$ cat src/twb_pkg.sv
// Purpose: Shared constants for the two-wire bus controller
// Assumes: AXI4-Lite register access, 25 MHz module clock
// Notes:   Byte address of each register is four times its index
package twb_pkg;
	// Register indices (byte address = index * 4)
	localparam logic [3:0] IDX_OWN  = 4'h0;
	localparam logic [3:0] IDX_DIV  = 4'h1;
	localparam logic [3:0] IDX_CR   = 4'h2;
	localparam logic [3:0] IDX_SR   = 4'h3;
	localparam logic [3:0] IDX_DAT  = 4'h4;
	localparam logic [3:0] IDX_EX   = 4'h5;
	localparam logic [3:0] IDX_IST  = 4'h6;
	localparam logic [3:0] IDX_ICLR = 4'h7;
	localparam logic [3:0] IDX_IEN  = 4'h8;
	// Reset value of every register
	localparam logic [7:0] RST_BYTE = 8'h00;
	// bus_control fields
	localparam int CR_EN   = 7;
	localparam int CR_IE   = 6;
	localparam int CR_MS   = 5;
	localparam int CR_TX   = 4;
	localparam int CR_TXAK = 3;
	localparam int CR_RSTA = 2;
	localparam int CR_SWAI = 0;
	localparam logic [7:0] CR_RMASK = 8'hf9;
	// bus_status fields written with one to clear
	localparam int SR_AL = 4;
	localparam int SR_IF = 1;
	// extended_address_control fields
	localparam int EX_GC = 7;
	localparam int EX_AT = 6;
	localparam logic [7:0] EX_MASK = 8'hc7;
	// Interrupt status bits
	localparam int INT_BYTE = 0;
	localparam int INT_ARB  = 1;
	localparam int INT_ADDR = 2;
	// Bus protocol values
	localparam logic [4:0] ADDR10_HDR = 5'h1e;
	localparam logic [7:0] GC_ADDR    = 8'h00;
	localparam logic [3:0] BIT_ACK    = 4'h8;
	localparam logic [3:0] BIT_PRE    = 4'hf;
	localparam logic [1:0] RESP_OKAY   = 2'h0;
	localparam logic [1:0] RESP_SLVERR = 2'h2;
	// Timing
	localparam int CLK_HZ      = 25_000_000;
	localparam int BUS_MAX_BPS = 100_000;
	localparam int STD_DIV     = CLK_HZ / BUS_MAX_BPS;
	localparam logic [12:0] HALF_MIN = 13'h00a;
	// Divider tables, one byte per entry
	localparam logic [63:0] SCL_TAP = 64'h0f0c0a0908070605;
	localparam logic [63:0] S2TAP   = 64'h7e3e1e0e06060404;

	// Half of the serial clock period in module clocks
	function automatic logic [12:0] twb_half(input logic [7:0] rs);
		logic [7:0]  tap;
		logic [7:0]  s2t;
		logic [12:0] b;
		tap = SCL_TAP[{rs[2:0], 3'h0} +: 8];
		s2t = S2TAP[{rs[5:3], 3'h0} +: 8];
		b = 13'(s2t) + (13'(tap - 8'h01) << rs[5:3]) + 13'h002;
		twb_half = (rs[7:6] == 2'h3) ? b : (b << rs[7:6]);
	endfunction : twb_half
endpackage : twb_pkg

$ cat src/twb_top.sv
// Purpose: Two-wire bus controller, master and slave, AXI4-Lite registers
// Assumes: Bus pins synchronous to i_clk; open-drain pads outside
// Notes:   Pins only ever pull low; slave role until master is selected
// Operation
// [RULE1] Own slave address in bits 7:1
// [RULE2] Address bit 0 always reads zero
// [RULE3] Slave operation unless master selected
// [RULE4] Own address never sent as master; the code sends whatever address software loads into the data register
// [RULE5] Up to 100 kbps, at most clock/20
// [RULE6] 256 software divider settings
// [RULE7] Arbitration loss interrupts, reverts to slave
// [RULE8] Interrupt when own address called
// [RULE9] Byte transfers, interrupt per byte
// [RULE10] Generate/detect start, stop, repeated start
// [RULE11] Selectable acknowledge, detect partner acknowledge
// [RULE12] Recognise general call address
// [RULE13] Ten-bit addressing via second control register
// [RULE14] Same in all modes; wait, stop
// [RULE15] Clock and data pins are bidirectional
// [RULE16] Top divider bits pick multiplier 1/2/4
// [RULE17] Period equals multiplier times twice tap sum
// [RULE18] Register access in module clock, zeros unimplemented
//
// The AXI4-Lite register port was decided locally.
`timescale 1ns/1ns
module twb_top (
	// Clock and reset
	input  wire logic        i_clk,
	input  wire logic        i_reset_n,
	// Low-power requests
	input  wire logic        i_wait,
	input  wire logic        i_stop,
	// AXI4-Lite write channels
	input  wire logic        i_awvalid,
	output logic             o_awready,
	input  wire logic [7:0]  i_awaddr,
	input  wire logic        i_wvalid,
	output logic             o_wready,
	input  wire logic [31:0] i_wdata,
	input  wire logic [3:0]  i_wstrb,
	output logic             o_bvalid,
	input  wire logic        i_bready,
	output logic [1:0]       o_bresp,
	// AXI4-Lite read channels
	input  wire logic        i_arvalid,
	output logic             o_arready,
	input  wire logic [7:0]  i_araddr,
	output logic             o_rvalid,
	input  wire logic        i_rready,
	output logic [31:0]      o_rdata,
	output logic [1:0]       o_rresp,
	// Serial clock pin
	input  wire logic        i_scl,
	output logic             o_scl_o,
	output logic             o_scl_oe,
	// Serial data pin
	input  wire logic        i_sda,
	output logic             o_sda_o,
	output logic             o_sda_oe,
	// Interrupt
	output logic             o_irq
);
	typedef enum logic [2:0] {IDLE, START, RUN, RS1, RS2, STOP1, STOP2} twb_st_e;

	typedef struct packed {
		twb_st_e     st;
		logic [6:0]  own;
		logic [7:0]  div;
		logic [7:0]  cr;
		logic [7:0]  ex;
		logic        tcf, iaas, ibb, ibal, srw, rxak;
		logic [7:0]  dat, sh;
		logic [2:0]  ist, ien;
		logic [12:0] cnt;
		logic        scl_lo, sda_lo, scl_q, sda_q, hold, aph, go_p, stop_p, rs_p;
		logic [3:0]  bitn;
		logic        awg, wg, awr, wr, bv, arr, rv, irq, wmap, wstb;
		logic [3:0]  widx;
		logic [7:0]  wd, rd;
		logic [1:0]  bresp, rresp;
	} twb_state_s;

	twb_state_s  s, n;
	logic [12:0] hp;
	logic        run, rise, fall, start_d, stop_d, txr, match, gc, lost, tick;

	// Next-state logic: bus slave first, then bus engine, so hardware sets win
	always_comb begin
		n = s;
		hp = twb_pkg::twb_half(s.div); // [RULE6] [RULE16] [RULE17]
		run = s.cr[twb_pkg::CR_EN] & ~i_stop & ~(i_wait & s.cr[twb_pkg::CR_SWAI]); // [RULE14]
		rise = i_scl & ~s.scl_q;
		fall = ~i_scl & s.scl_q;
		start_d = s.scl_q & i_scl & s.sda_q & ~i_sda; // [RULE10]
		stop_d = s.scl_q & i_scl & ~s.sda_q & i_sda; // [RULE10]
		txr = s.cr[twb_pkg::CR_MS] ? (s.aph | s.cr[twb_pkg::CR_TX]) : (s.iaas & s.srw);
		gc = s.ex[twb_pkg::EX_GC] & (s.sh == twb_pkg::GC_ADDR); // [RULE12]
		match = gc | (s.ex[twb_pkg::EX_AT] ? // [RULE13]
			(s.sh[7:3] == twb_pkg::ADDR10_HDR && s.sh[2:1] == s.ex[1:0]) :
			(s.sh[7:1] == s.own)); // [RULE1]
		lost = run & rise & s.cr[twb_pkg::CR_MS] & (s.st == RUN) & (s.bitn < twb_pkg::BIT_ACK)
			& txr & ~s.sda_lo & ~i_sda;
		tick = (s.cnt == 13'h0000);
		n.scl_q = i_scl;
		n.sda_q = i_sda;

		// Write channels: address and data taken in either order
		if (i_awvalid && s.awr) begin
			n.awg = 1'b1;
			n.widx = i_awaddr[5:2];
			n.wmap = (i_awaddr[7:6] == 2'h0) && (i_awaddr[5:2] <= twb_pkg::IDX_IEN);
		end
		if (i_wvalid && s.wr) begin
			n.wg = 1'b1;
			n.wd = i_wdata[7:0];
			n.wstb = i_wstrb[0];
		end
		if (s.bv && i_bready)
			n.bv = 1'b0;
		if (s.awg && s.wg && !s.bv) begin // [RULE18]
			n.awg = 1'b0;
			n.wg = 1'b0;
			n.bv = 1'b1;
			n.bresp = s.wmap ? twb_pkg::RESP_OKAY : twb_pkg::RESP_SLVERR;
			if (s.wmap && s.wstb) begin
				case (s.widx)
					twb_pkg::IDX_OWN: n.own = s.wd[7:1]; // [RULE1]
					twb_pkg::IDX_DIV: n.div = s.wd; // [RULE6]
					twb_pkg::IDX_CR: begin
						n.cr = s.wd & twb_pkg::CR_RMASK;
						if (s.wd[twb_pkg::CR_MS] && !s.cr[twb_pkg::CR_MS]) begin
							// Start refused while another party holds the bus
							if (s.ibb) begin
								n.cr[twb_pkg::CR_MS] = 1'b0;
								n.ibal = 1'b1;
								n.ist[twb_pkg::INT_ARB] = 1'b1;
							end else
								n.go_p = 1'b1; // [RULE10]
						end
						if (!s.wd[twb_pkg::CR_MS] && s.cr[twb_pkg::CR_MS])
							n.stop_p = 1'b1; // [RULE10]
						if (s.wd[twb_pkg::CR_MS] && s.cr[twb_pkg::CR_MS] && s.wd[twb_pkg::CR_RSTA])
							n.rs_p = 1'b1; // [RULE10]
					end
					twb_pkg::IDX_SR: begin
						if (s.wd[twb_pkg::SR_AL])
							n.ibal = 1'b0;
						if (s.wd[twb_pkg::SR_IF])
							n.ist = 3'h0;
					end
					twb_pkg::IDX_DAT: begin
						n.dat = s.wd;
						// Outgoing address is whatever software loads here [RULE4]
						if (s.hold && txr) begin
							n.sh = s.wd;
							n.hold = 1'b0;
							n.tcf = 1'b0;
							n.sda_lo = ~s.wd[7];
						end
					end
					twb_pkg::IDX_EX: n.ex = s.wd & twb_pkg::EX_MASK; // [RULE13]
					twb_pkg::IDX_ICLR: n.ist = s.ist & ~s.wd[2:0];
					twb_pkg::IDX_IEN: n.ien = s.wd[2:0];
					default: ;
				endcase
			end
		end

		// Read channel: answer one cycle after the address is taken
		if (s.rv && i_rready)
			n.rv = 1'b0;
		if (i_arvalid && s.arr) begin
			n.rv = 1'b1;
			n.rd = twb_pkg::RST_BYTE;
			n.rresp = twb_pkg::RESP_OKAY;
			if (i_araddr[7:6] != 2'h0)
				n.rresp = twb_pkg::RESP_SLVERR;
			else begin
				case (i_araddr[5:2])
					twb_pkg::IDX_OWN: n.rd = {s.own, 1'b0}; // [RULE2]
					twb_pkg::IDX_DIV: n.rd = s.div;
					twb_pkg::IDX_CR: n.rd = s.cr & twb_pkg::CR_RMASK; // [RULE18]
					twb_pkg::IDX_SR: n.rd = {s.tcf, s.iaas, s.ibb, s.ibal, 1'b0, s.srw, |s.ist, s.rxak};
					twb_pkg::IDX_DAT: begin
						n.rd = s.dat;
						// Reading a received byte lets the next one in
						if (s.hold && !txr) begin
							n.hold = 1'b0;
							n.tcf = 1'b0;
						end
					end
					twb_pkg::IDX_EX: n.rd = s.ex;
					twb_pkg::IDX_IST: n.rd = {5'h00, s.ist};
					twb_pkg::IDX_ICLR: n.rd = twb_pkg::RST_BYTE;
					twb_pkg::IDX_IEN: n.rd = {5'h00, s.ien};
					default: n.rresp = twb_pkg::RESP_SLVERR;
				endcase
			end
		end

		// Bus monitor, shared by master and slave roles
		if (run) begin
			if (start_d) begin
				n.ibb = 1'b1;
				n.aph = 1'b1;
				n.bitn = twb_pkg::BIT_PRE;
				n.iaas = 1'b0;
			end
			if (stop_d) begin
				n.ibb = 1'b0;
				n.aph = 1'b0;
				n.iaas = 1'b0;
				n.hold = 1'b0;
			end
			if (rise) begin
				if (s.bitn < twb_pkg::BIT_ACK)
					n.sh = {s.sh[6:0], i_sda};
				else if (s.bitn == twb_pkg::BIT_ACK)
					n.rxak = i_sda; // [RULE11]
			end
			if (lost) begin // [RULE7]
				n.cr[twb_pkg::CR_MS] = 1'b0;
				n.ibal = 1'b1;
				n.ist[twb_pkg::INT_ARB] = 1'b1;
				n.stop_p = 1'b0;
				n.rs_p = 1'b0;
			end
			if (fall) begin
				if (s.bitn == twb_pkg::BIT_PRE) begin
					n.bitn = 4'h0;
					n.sda_lo = 1'b0;
				end else if (s.bitn == 4'h7) begin
					n.bitn = twb_pkg::BIT_ACK;
					n.sda_lo = 1'b0;
					if (s.aph && !n.cr[twb_pkg::CR_MS] && match) begin // [RULE3] [RULE8]
						n.iaas = 1'b1;
						n.srw = s.sh[0] & ~gc;
						n.ist[twb_pkg::INT_ADDR] = 1'b1;
						n.sda_lo = 1'b1;
					end else if (!txr && !s.aph && (s.cr[twb_pkg::CR_MS] | s.iaas))
						n.sda_lo = ~s.cr[twb_pkg::CR_TXAK]; // [RULE11]
				end else if (s.bitn == twb_pkg::BIT_ACK) begin
					n.bitn = 4'h0;
					n.sda_lo = 1'b0;
					n.aph = 1'b0;
					if (s.cr[twb_pkg::CR_MS] | s.iaas) begin // [RULE9]
						n.tcf = 1'b1;
						n.hold = 1'b1;
						n.ist[twb_pkg::INT_BYTE] = 1'b1;
						if (!txr)
							n.dat = s.sh;
					end
				end else if (s.bitn < 4'h7) begin
					n.bitn = s.bitn + 4'h1;
					n.sda_lo = txr & ~s.sh[7];
				end
			end

			// Half-period counter; idle reload gives a full first half
			n.cnt = (tick || s.st == IDLE) ? (hp - 13'h0001) : (s.cnt - 13'h0001); // [RULE5]

			// Master sequencer
			case (s.st)
				IDLE: begin
					if (s.go_p) begin
						n.go_p = 1'b0;
						if (s.ibb) begin
							n.cr[twb_pkg::CR_MS] = 1'b0;
							n.ibal = 1'b1;
							n.ist[twb_pkg::INT_ARB] = 1'b1;
						end else begin
							n.sda_lo = 1'b1; // [RULE10]
							n.st = START;
						end
					end
				end
				START: begin
					if (tick) begin
						n.scl_lo = 1'b1;
						n.hold = 1'b1;
						n.st = RUN;
					end
				end
				RUN: begin
					if (lost) begin // [RULE7]
						n.st = IDLE;
						n.scl_lo = 1'b0;
						n.sda_lo = 1'b0;
					end else if (s.scl_lo && s.stop_p) begin
						n.stop_p = 1'b0;
						n.hold = 1'b0;
						n.sda_lo = 1'b1;
						n.st = STOP1;
					end else if (s.hold && s.rs_p) begin
						n.rs_p = 1'b0;
						n.hold = 1'b0;
						n.sda_lo = 1'b0;
						n.st = RS1;
					end else if (!s.hold && tick) begin
						// A slave stretching the clock delays the next low phase
						if (s.scl_lo)
							n.scl_lo = 1'b0;
						else if (i_scl)
							n.scl_lo = 1'b1;
					end
				end
				RS1: begin
					if (tick) begin
						n.scl_lo = 1'b0;
						n.st = RS2;
					end
				end
				RS2: begin
					if (tick && i_scl) begin
						n.sda_lo = 1'b1; // [RULE10]
						n.st = START;
					end
				end
				STOP1: begin
					if (tick) begin
						n.scl_lo = 1'b0;
						n.st = STOP2;
					end
				end
				STOP2: begin
					if (tick && i_scl) begin
						n.sda_lo = 1'b0; // [RULE10]
						n.st = IDLE;
					end
				end
				default: n.st = IDLE;
			endcase

			// Addressed slave stretches the clock until serviced
			if (n.st == IDLE && !n.cr[twb_pkg::CR_MS])
				n.scl_lo = n.hold & n.iaas;
		end

		// Disabled: let go of both lines and forget the transfer
		if (!s.cr[twb_pkg::CR_EN]) begin
			n.st = IDLE;
			n.scl_lo = 1'b0;
			n.sda_lo = 1'b0;
			n.hold = 1'b0;
			n.go_p = 1'b0;
			n.stop_p = 1'b0;
			n.rs_p = 1'b0;
			n.ibb = 1'b0;
			n.iaas = 1'b0;
		end

		n.awr = !n.awg && !n.bv;
		n.wr = !n.wg && !n.bv;
		n.arr = !n.rv;
		n.irq = n.cr[twb_pkg::CR_IE] & |(n.ist & n.ien);
	end

	// State register
	always_ff @(posedge i_clk or negedge i_reset_n) begin
		if (!i_reset_n)
			s <= '0;
		else
			s <= n;
	end

	// Outputs; pins only ever pull low [RULE15]
	assign o_awready = s.awr;
	assign o_wready  = s.wr;
	assign o_bvalid  = s.bv;
	assign o_bresp   = s.bresp;
	assign o_arready = s.arr;
	assign o_rvalid  = s.rv;
	assign o_rdata   = {24'h000000, s.rd};
	assign o_rresp   = s.rresp;
	assign o_scl_o   = 1'b0;
	assign o_scl_oe  = s.scl_lo;
	assign o_sda_o   = 1'b0;
	assign o_sda_oe  = s.sda_lo;
	assign o_irq     = s.irq;
endmodule : twb_top

$ cat config.mk
export PLATFORM = sky130hd
export DESIGN_NAME = twb_top
export DESIGN_NICKNAME = d
export VERILOG_FILES = /design/src/twb_pkg.sv /design/src/twb_top.sv
export SDC_FILE = /design/constraint.sdc
export NUM_CORES = 1
export LEC_CHECK = 0
export BUFFER_PORTS_ARGS = -buffer_cell sky130_fd_sc_hd__buf_2
export CORE_AREA = 3 3 104 206
export DETAILED_ROUTE_END_ITERATION = 8
export DIE_AREA = 0 0 107 209
export GPL_TIMING_DRIVEN = 0
export PLACE_DENSITY = 0.56
export SYNTH_ARGS = -nofsm -noshare
export SYNTH_HDL_FRONTEND = slang
export SYNTH_SLANG_ARGS = --single-unit
$ cat constraint.sdc
create_clock -name i_clk -period 7.6 [get_ports i_clk]
set_clock_uncertainty 0.1 [all_clocks]
set_input_delay 1.52 -clock i_clk [delete_from_list [all_inputs] [get_ports i_clk]]
set_output_delay 1.52 -clock i_clk [all_outputs]
set_load 0.05 [all_outputs]
## Word-level counts from Yosys, hierarchy flattened

Cells that the tools add are included.

- Add/sub/neg operators: 6
- Order comparisons: 3
- Equality and inequality tests: 36
- Shift operators: 4
- Mux-type cells: 185
- Bitwise operators: 42
- Reductions and logical operators: 60

Operators by type and width:

| cell | count |
|---|---|
| 64-bit by 7-bit indexed part select with 8-bit output, first input constant | 2 |
| 1-bit 2-to-1 mux | 109 |
| 8-bit 2-to-1 mux | 11 |
| 8-bit one-hot mux with 8 select lines | 1 |
| 3-bit 2-to-1 mux | 19 |
| 16-bit 2-to-1 mux | 3 |
| 22-bit 2-to-1 mux | 2 |
| 2-bit 2-to-1 mux | 21 |
| 4-bit by 3-bit == test with 1-bit output, second input constant | 8 |
| 1-bit logical AND | 27 |
| 13-bit 2-to-1 mux | 2 |
| 13-bit by 1-bit subtractor with 13-bit output, second input constant | 2 |
| 25-bit 2-to-1 mux | 1 |
| 4-bit 2-to-1 mux | 6 |
| 1-bit AND | 23 |
| 3-bit one-hot mux with 7 select lines | 1 |
| 4-bit by 2-bit == test with 1-bit output, second input constant | 4 |
| 4-bit == test, second input constant | 4 |
| 13-bit by 2-bit adder with 13-bit output, second input constant | 1 |
| 8-bit by 13-bit adder with 13-bit output | 1 |
| 13-bit logical NOT | 1 |
| 1-bit inverter | 13 |
| 13-bit by 2-bit << shifter with 13-bit output | 1 |
| 13-bit by 3-bit << shifter with 13-bit output | 1 |
| other kinds (43) | 72 |

- Flip-flop bits (word level): 117
- Output and inout port bits: 46
- Word-level logic and storage cells: 378

## Longest topological paths before layout

- Depth in word-level cells: 26
- Depth in mapped cells: 23
- Mapped depth without buffers: 23

## Worst setup path before layout

No wires, ideal clock.

- Path kind: register to register
- Start: register s[104] (netlist name)
- End: register s[59] (netlist name)
- Setup time: 0.095 ns
- Data arrival time: 5.165 ns
- Slack: 2.240 ns
- Stages on the path, launching flop included: 23
- Path buffers: 0
- Clock period less this slack: 5.360 ns
- Cell sequence: dfrtp_1 > inv_1 > ha_1 > nor4_4 > nor2_1 > a21oi_1 > ha_1 > nor2_1 > a21oi_1 > and3_2 > o21ai_0 > ha_1 > ha_1 > o21ai_1 > o21bai_1 > a211oi_2 > nor3_1 > o311a_1 > a211o_1 > a311o_1 > a311o_1 > o31a_1 > o31ai_1

- Longest elaborated chain between the ends: 9

RTL lines:

| item | RTL line | text |
|---|---|---|
| start, declared | twb_top.sv:83 | `twb_state_s s, n;` |
| start signal, assigned | twb_top.sv:363 | `s <= n;` |
| 64-bit by 7-bit indexed part select with 8-bit output (*) | twb_pkg.sv:58 | `tap = SCL_TAP[{rs[2:0], 3'h0} +: 8];` |
| 8-bit by 1-bit subtractor with 9-bit output (*) | twb_pkg.sv:60 | `b = 13'(s2t) + (13'(tap - 8'h01) << rs[5:3]) + 13'h002;` |
| 13-bit by 3-bit << shifter with 13-bit output (*) | twb_pkg.sv:60 |  |
| 8-bit by 13-bit adder with 13-bit output (*) | twb_pkg.sv:60 |  |
| 13-bit by 2-bit adder with 13-bit output (*) | twb_pkg.sv:60 |  |
| 13-bit by 2-bit << shifter with 13-bit output | twb_pkg.sv:61 | `twb_half = (rs[7:6] == 2'h3) ? b : (b << rs[7:6]);` |
| 13-bit 2-to-1 mux (*) | twb_pkg.sv:61 |  |
| 13-bit by 1-bit subtractor with 13-bit output (*) | twb_top.sv:260 | `n.cnt = (tick \|\| s.st == IDLE) ? (hp - 13'h0001) : (s.cnt - 13'h0001);` |
| 13-bit 2-to-1 mux (*) | twb_top.sv:260 |  |

Mark *: on every way between the ends. The rest lies on a longest branch, timed or not.
A chain may end at the register's enable or synchronous reset.

## Worst setup path in the final report

Ends and elaborated chain as after synthesis.

==> metrics.cfg <==
[timing]
finalSetupViolCount=0
clock.fmax_mhz=160
grt_setup_unrepaired=no
maxSlewHeadroom_pct=41.2
worst_pin_slew_ns=0.875
hold_viol=0
hold_slack_ns=0.380
setup_tns_ns=0
worst_slack_ns=1.34
fin_crit_ns=6.26
period_share_pct=82.3
slew_viol_final=0

[clocking]
root_buffer=clkbuf_16
cts_tree=done
ctsResizeCount=0
hold_buffers=0
cts.clk_slew.worst_paths_ns=0.05
cts_setup_buffers=0
insertion_delay_ns=0.43
htree_levels=4
cts_made_buffers=17
clock-sinks=115
clockBufferDepth=2

[routing]
first_iter_violations=330
drc_errors=0
wirelength_mm=23.6
first_pass_iters=7
detail_route.wl_per_cell_um=18.3
viasPerCell=5.48
drtAntennaViolNets=0
vias=7090

[critical_path]
worst-r2r-setup-slack_ns=1.34
crit_slowest_cell=fa_1
path_max_fanout=8
rr_worst_depth=21
critPathKind=flop to flop
path_common_cell=nor2_1
worst_setup_path_start_kind=flop
r2r-end=s[59]
endpoint=s[59]
end_kind=flop
crit_chain=inv_1, ha_1, nor4_4, nor2_1, a21oi_1, ha_1, nor2_1, a31oi_1, mux2i_1, or2_2, fa_1, a21o_1, a21oi_1, xor2_1, nor2_1, o311a_1, a211o_1, a311o_1, a311o_1, o31a_1, o31ai_1
startpoint=s[104]
worstReg2RegStart=s[104]
max_stage_delay_ns=0.50
crit_arrival_ns=6.49
required_ns=7.83

[yosys]
synth_cells=925
syn_area_per_cell_um2=8.56
yosys.area.top_type_share_pct=36.3
ys_seq_area_share_pct=36.3
yosysWarnings=0
synth_ff_type=dfrtp_1
synth_cell_types=79
async_reset_ff_share_pct=100
synth_area_leaders=dfrtp_1 36%, o21ai_0 5.2%, nand2_1 5.1%
yosys.area.top_type=dfrtp_1
synth_area_um2=7920
synth_edf_count=0
ys_ff_latch=115

[layout]
final_cells=1294
utilization_pct=46.2
fill_cells=2005
layout.nets=1102
diodes=0
drive_above_1_share_pct=17.4
area_delta_synth_final_pct=16.8
finish.instance_area_um2=9250
layout_commonest_cell=dfrtp_1
final_cell_mix=115 x dfrtp_1, 108 x nand2_1, 94 x nor2_1

[pwr]
p_leak_nw=3.96
totalPowerFinal_mw=2.52
irDropWorstVdd_v=0.000237
p_per_area_nw_per_um2=272

[global_routing]
grt.overflow.total=0
antenna_found_initial=0
grt_pass1_wl_mm=37.9
grt_pass1_vias=7118
grt_max_degree=74
grt_use_total_pct=21.8

[die]
die-area_um2=22400
die_w_um=107
fp.dieH_um=209
num_io_pins=109
rows=73
start_util_pct=39.6
core_um2=20000

[place]
placedInstanceArea_um2=8620
numPortBuffers=47
pre_cts_slack_ns=1.35
dp.final_hpwl_mm=18.4
dp.cells=1263
globalplace.congestion=0.923

[hold_path]
hold_path_class=flop to flop

[outcome]
status=finished clean

[run]
max_cap_viol_count=0

[flip-flops by register name (all words and copies together) (netlist names)]
name,cells
o_arready,1
o_awready,1
o_bresp,1
o_bvalid,1
o_irq,1
o_rdata,8
o_rresp,1
o_rvalid,1
o_scl_oe,1
o_sda_oe,1
o_wready,1
s,97
[power by group]
part           leakage, nW  internal [mW]  switching, mW
combinational         2.22          0.304          0.515
sequential            1.44          0.715          0.133
clock                0.305          0.569          0.283
[cells by family (layout without fill, tap and decap cells)]
logic type / count (synthesis) / in the layout / share of synthesized area, %
buf+inv: 110 / 189 / 7.27
other cells: 1 / 29 / 0.0473
flops: 115 / 115 / 36.3
xor+xnor: 18 / 18 / 2.23
simple gates: 331 / 331 / 20.2
mux: 68 / 68 / 9.41
compound gates: 263 / 263 / 21.4
fa+ha+maj: 19 / 19 / 3.10
[cells in the mapped netlist (5+ instances only)]
master,n
a31oi_1,14
a22oi_1,6
o31a_1,5
and2_1,12
nand2b_1,14
o21a_1,6
o21bai_1,5
mux2_2,32
or3_1,7
buf_1,6
nand3_1,19
dfrtp_1,115
nor3b_1,7
buf_4,38
mux2i_1,34
a211oi_1,6
inv_1,25
nor2_1,94
clkbuf_1,35
xor2_1,14
nand2_1,108
o31ai_1,9
nand3b_1,8
o211ai_1,5
and3_1,6
o221ai_1,5
a21oi_1,64
ha_1,18
a21o_1,6
nor2b_1,11
nor3_1,18
nor4_1,7
o21ai_0,82
[area by class of cell]
class,instances,area [um^2],share of cell area (%)
timing repair buffer,48,269,2.91
sequential,115,2880,31.1
clock buffer,21,470,5.09
clock inverter,10,155,1.68
buffer,85,482,5.21
multi-input combinational,728,4570,49.4
inverter,25,93.8,1.01
tap,262,328,3.54
[critical path: cells and delay by family, from the launching register on]
kind                       cells  cell delay (ns)
buffers and inverters          1             0.14
AOI/OAI and AO/OA             10             2.77
xor gates and xnor gates       1             0.37
and+or+nand+nor                5             0.94
muxes                          1             0.15
adders and majority gates      3             1.19
DFF                            1             0.49
[layer usage]
metal / up-vias / global-route usage (%) / wire [um] / share of wire [%]
li1: 3465 / - / - / -
met1: 3397 / 22.0 / 8510 / 36
met2: 157 / 40.8 / 13000 / 55
met3: 71 / 2.84 / 615 / 2.6
met4: 0 / 14.3 / 1470 / 6.2
met5: - / 0 / 0 / 0
[worst min-delay path by stage]
stage	startpoint	end	cells after the start
3_5_place_dp	s[33]	o_awready	1
2_1_floorplan	s[33]	o_awready	1
4_1_cts	o_awready	o_awready	1
3_3_place_gp	o_awready	o_awready	1
5_1_grt	o_rdata[5]	o_rdata[5]	2
6_report	o_awready	o_awready	1
Note: power is estimated with default switching activity, not from simulation.
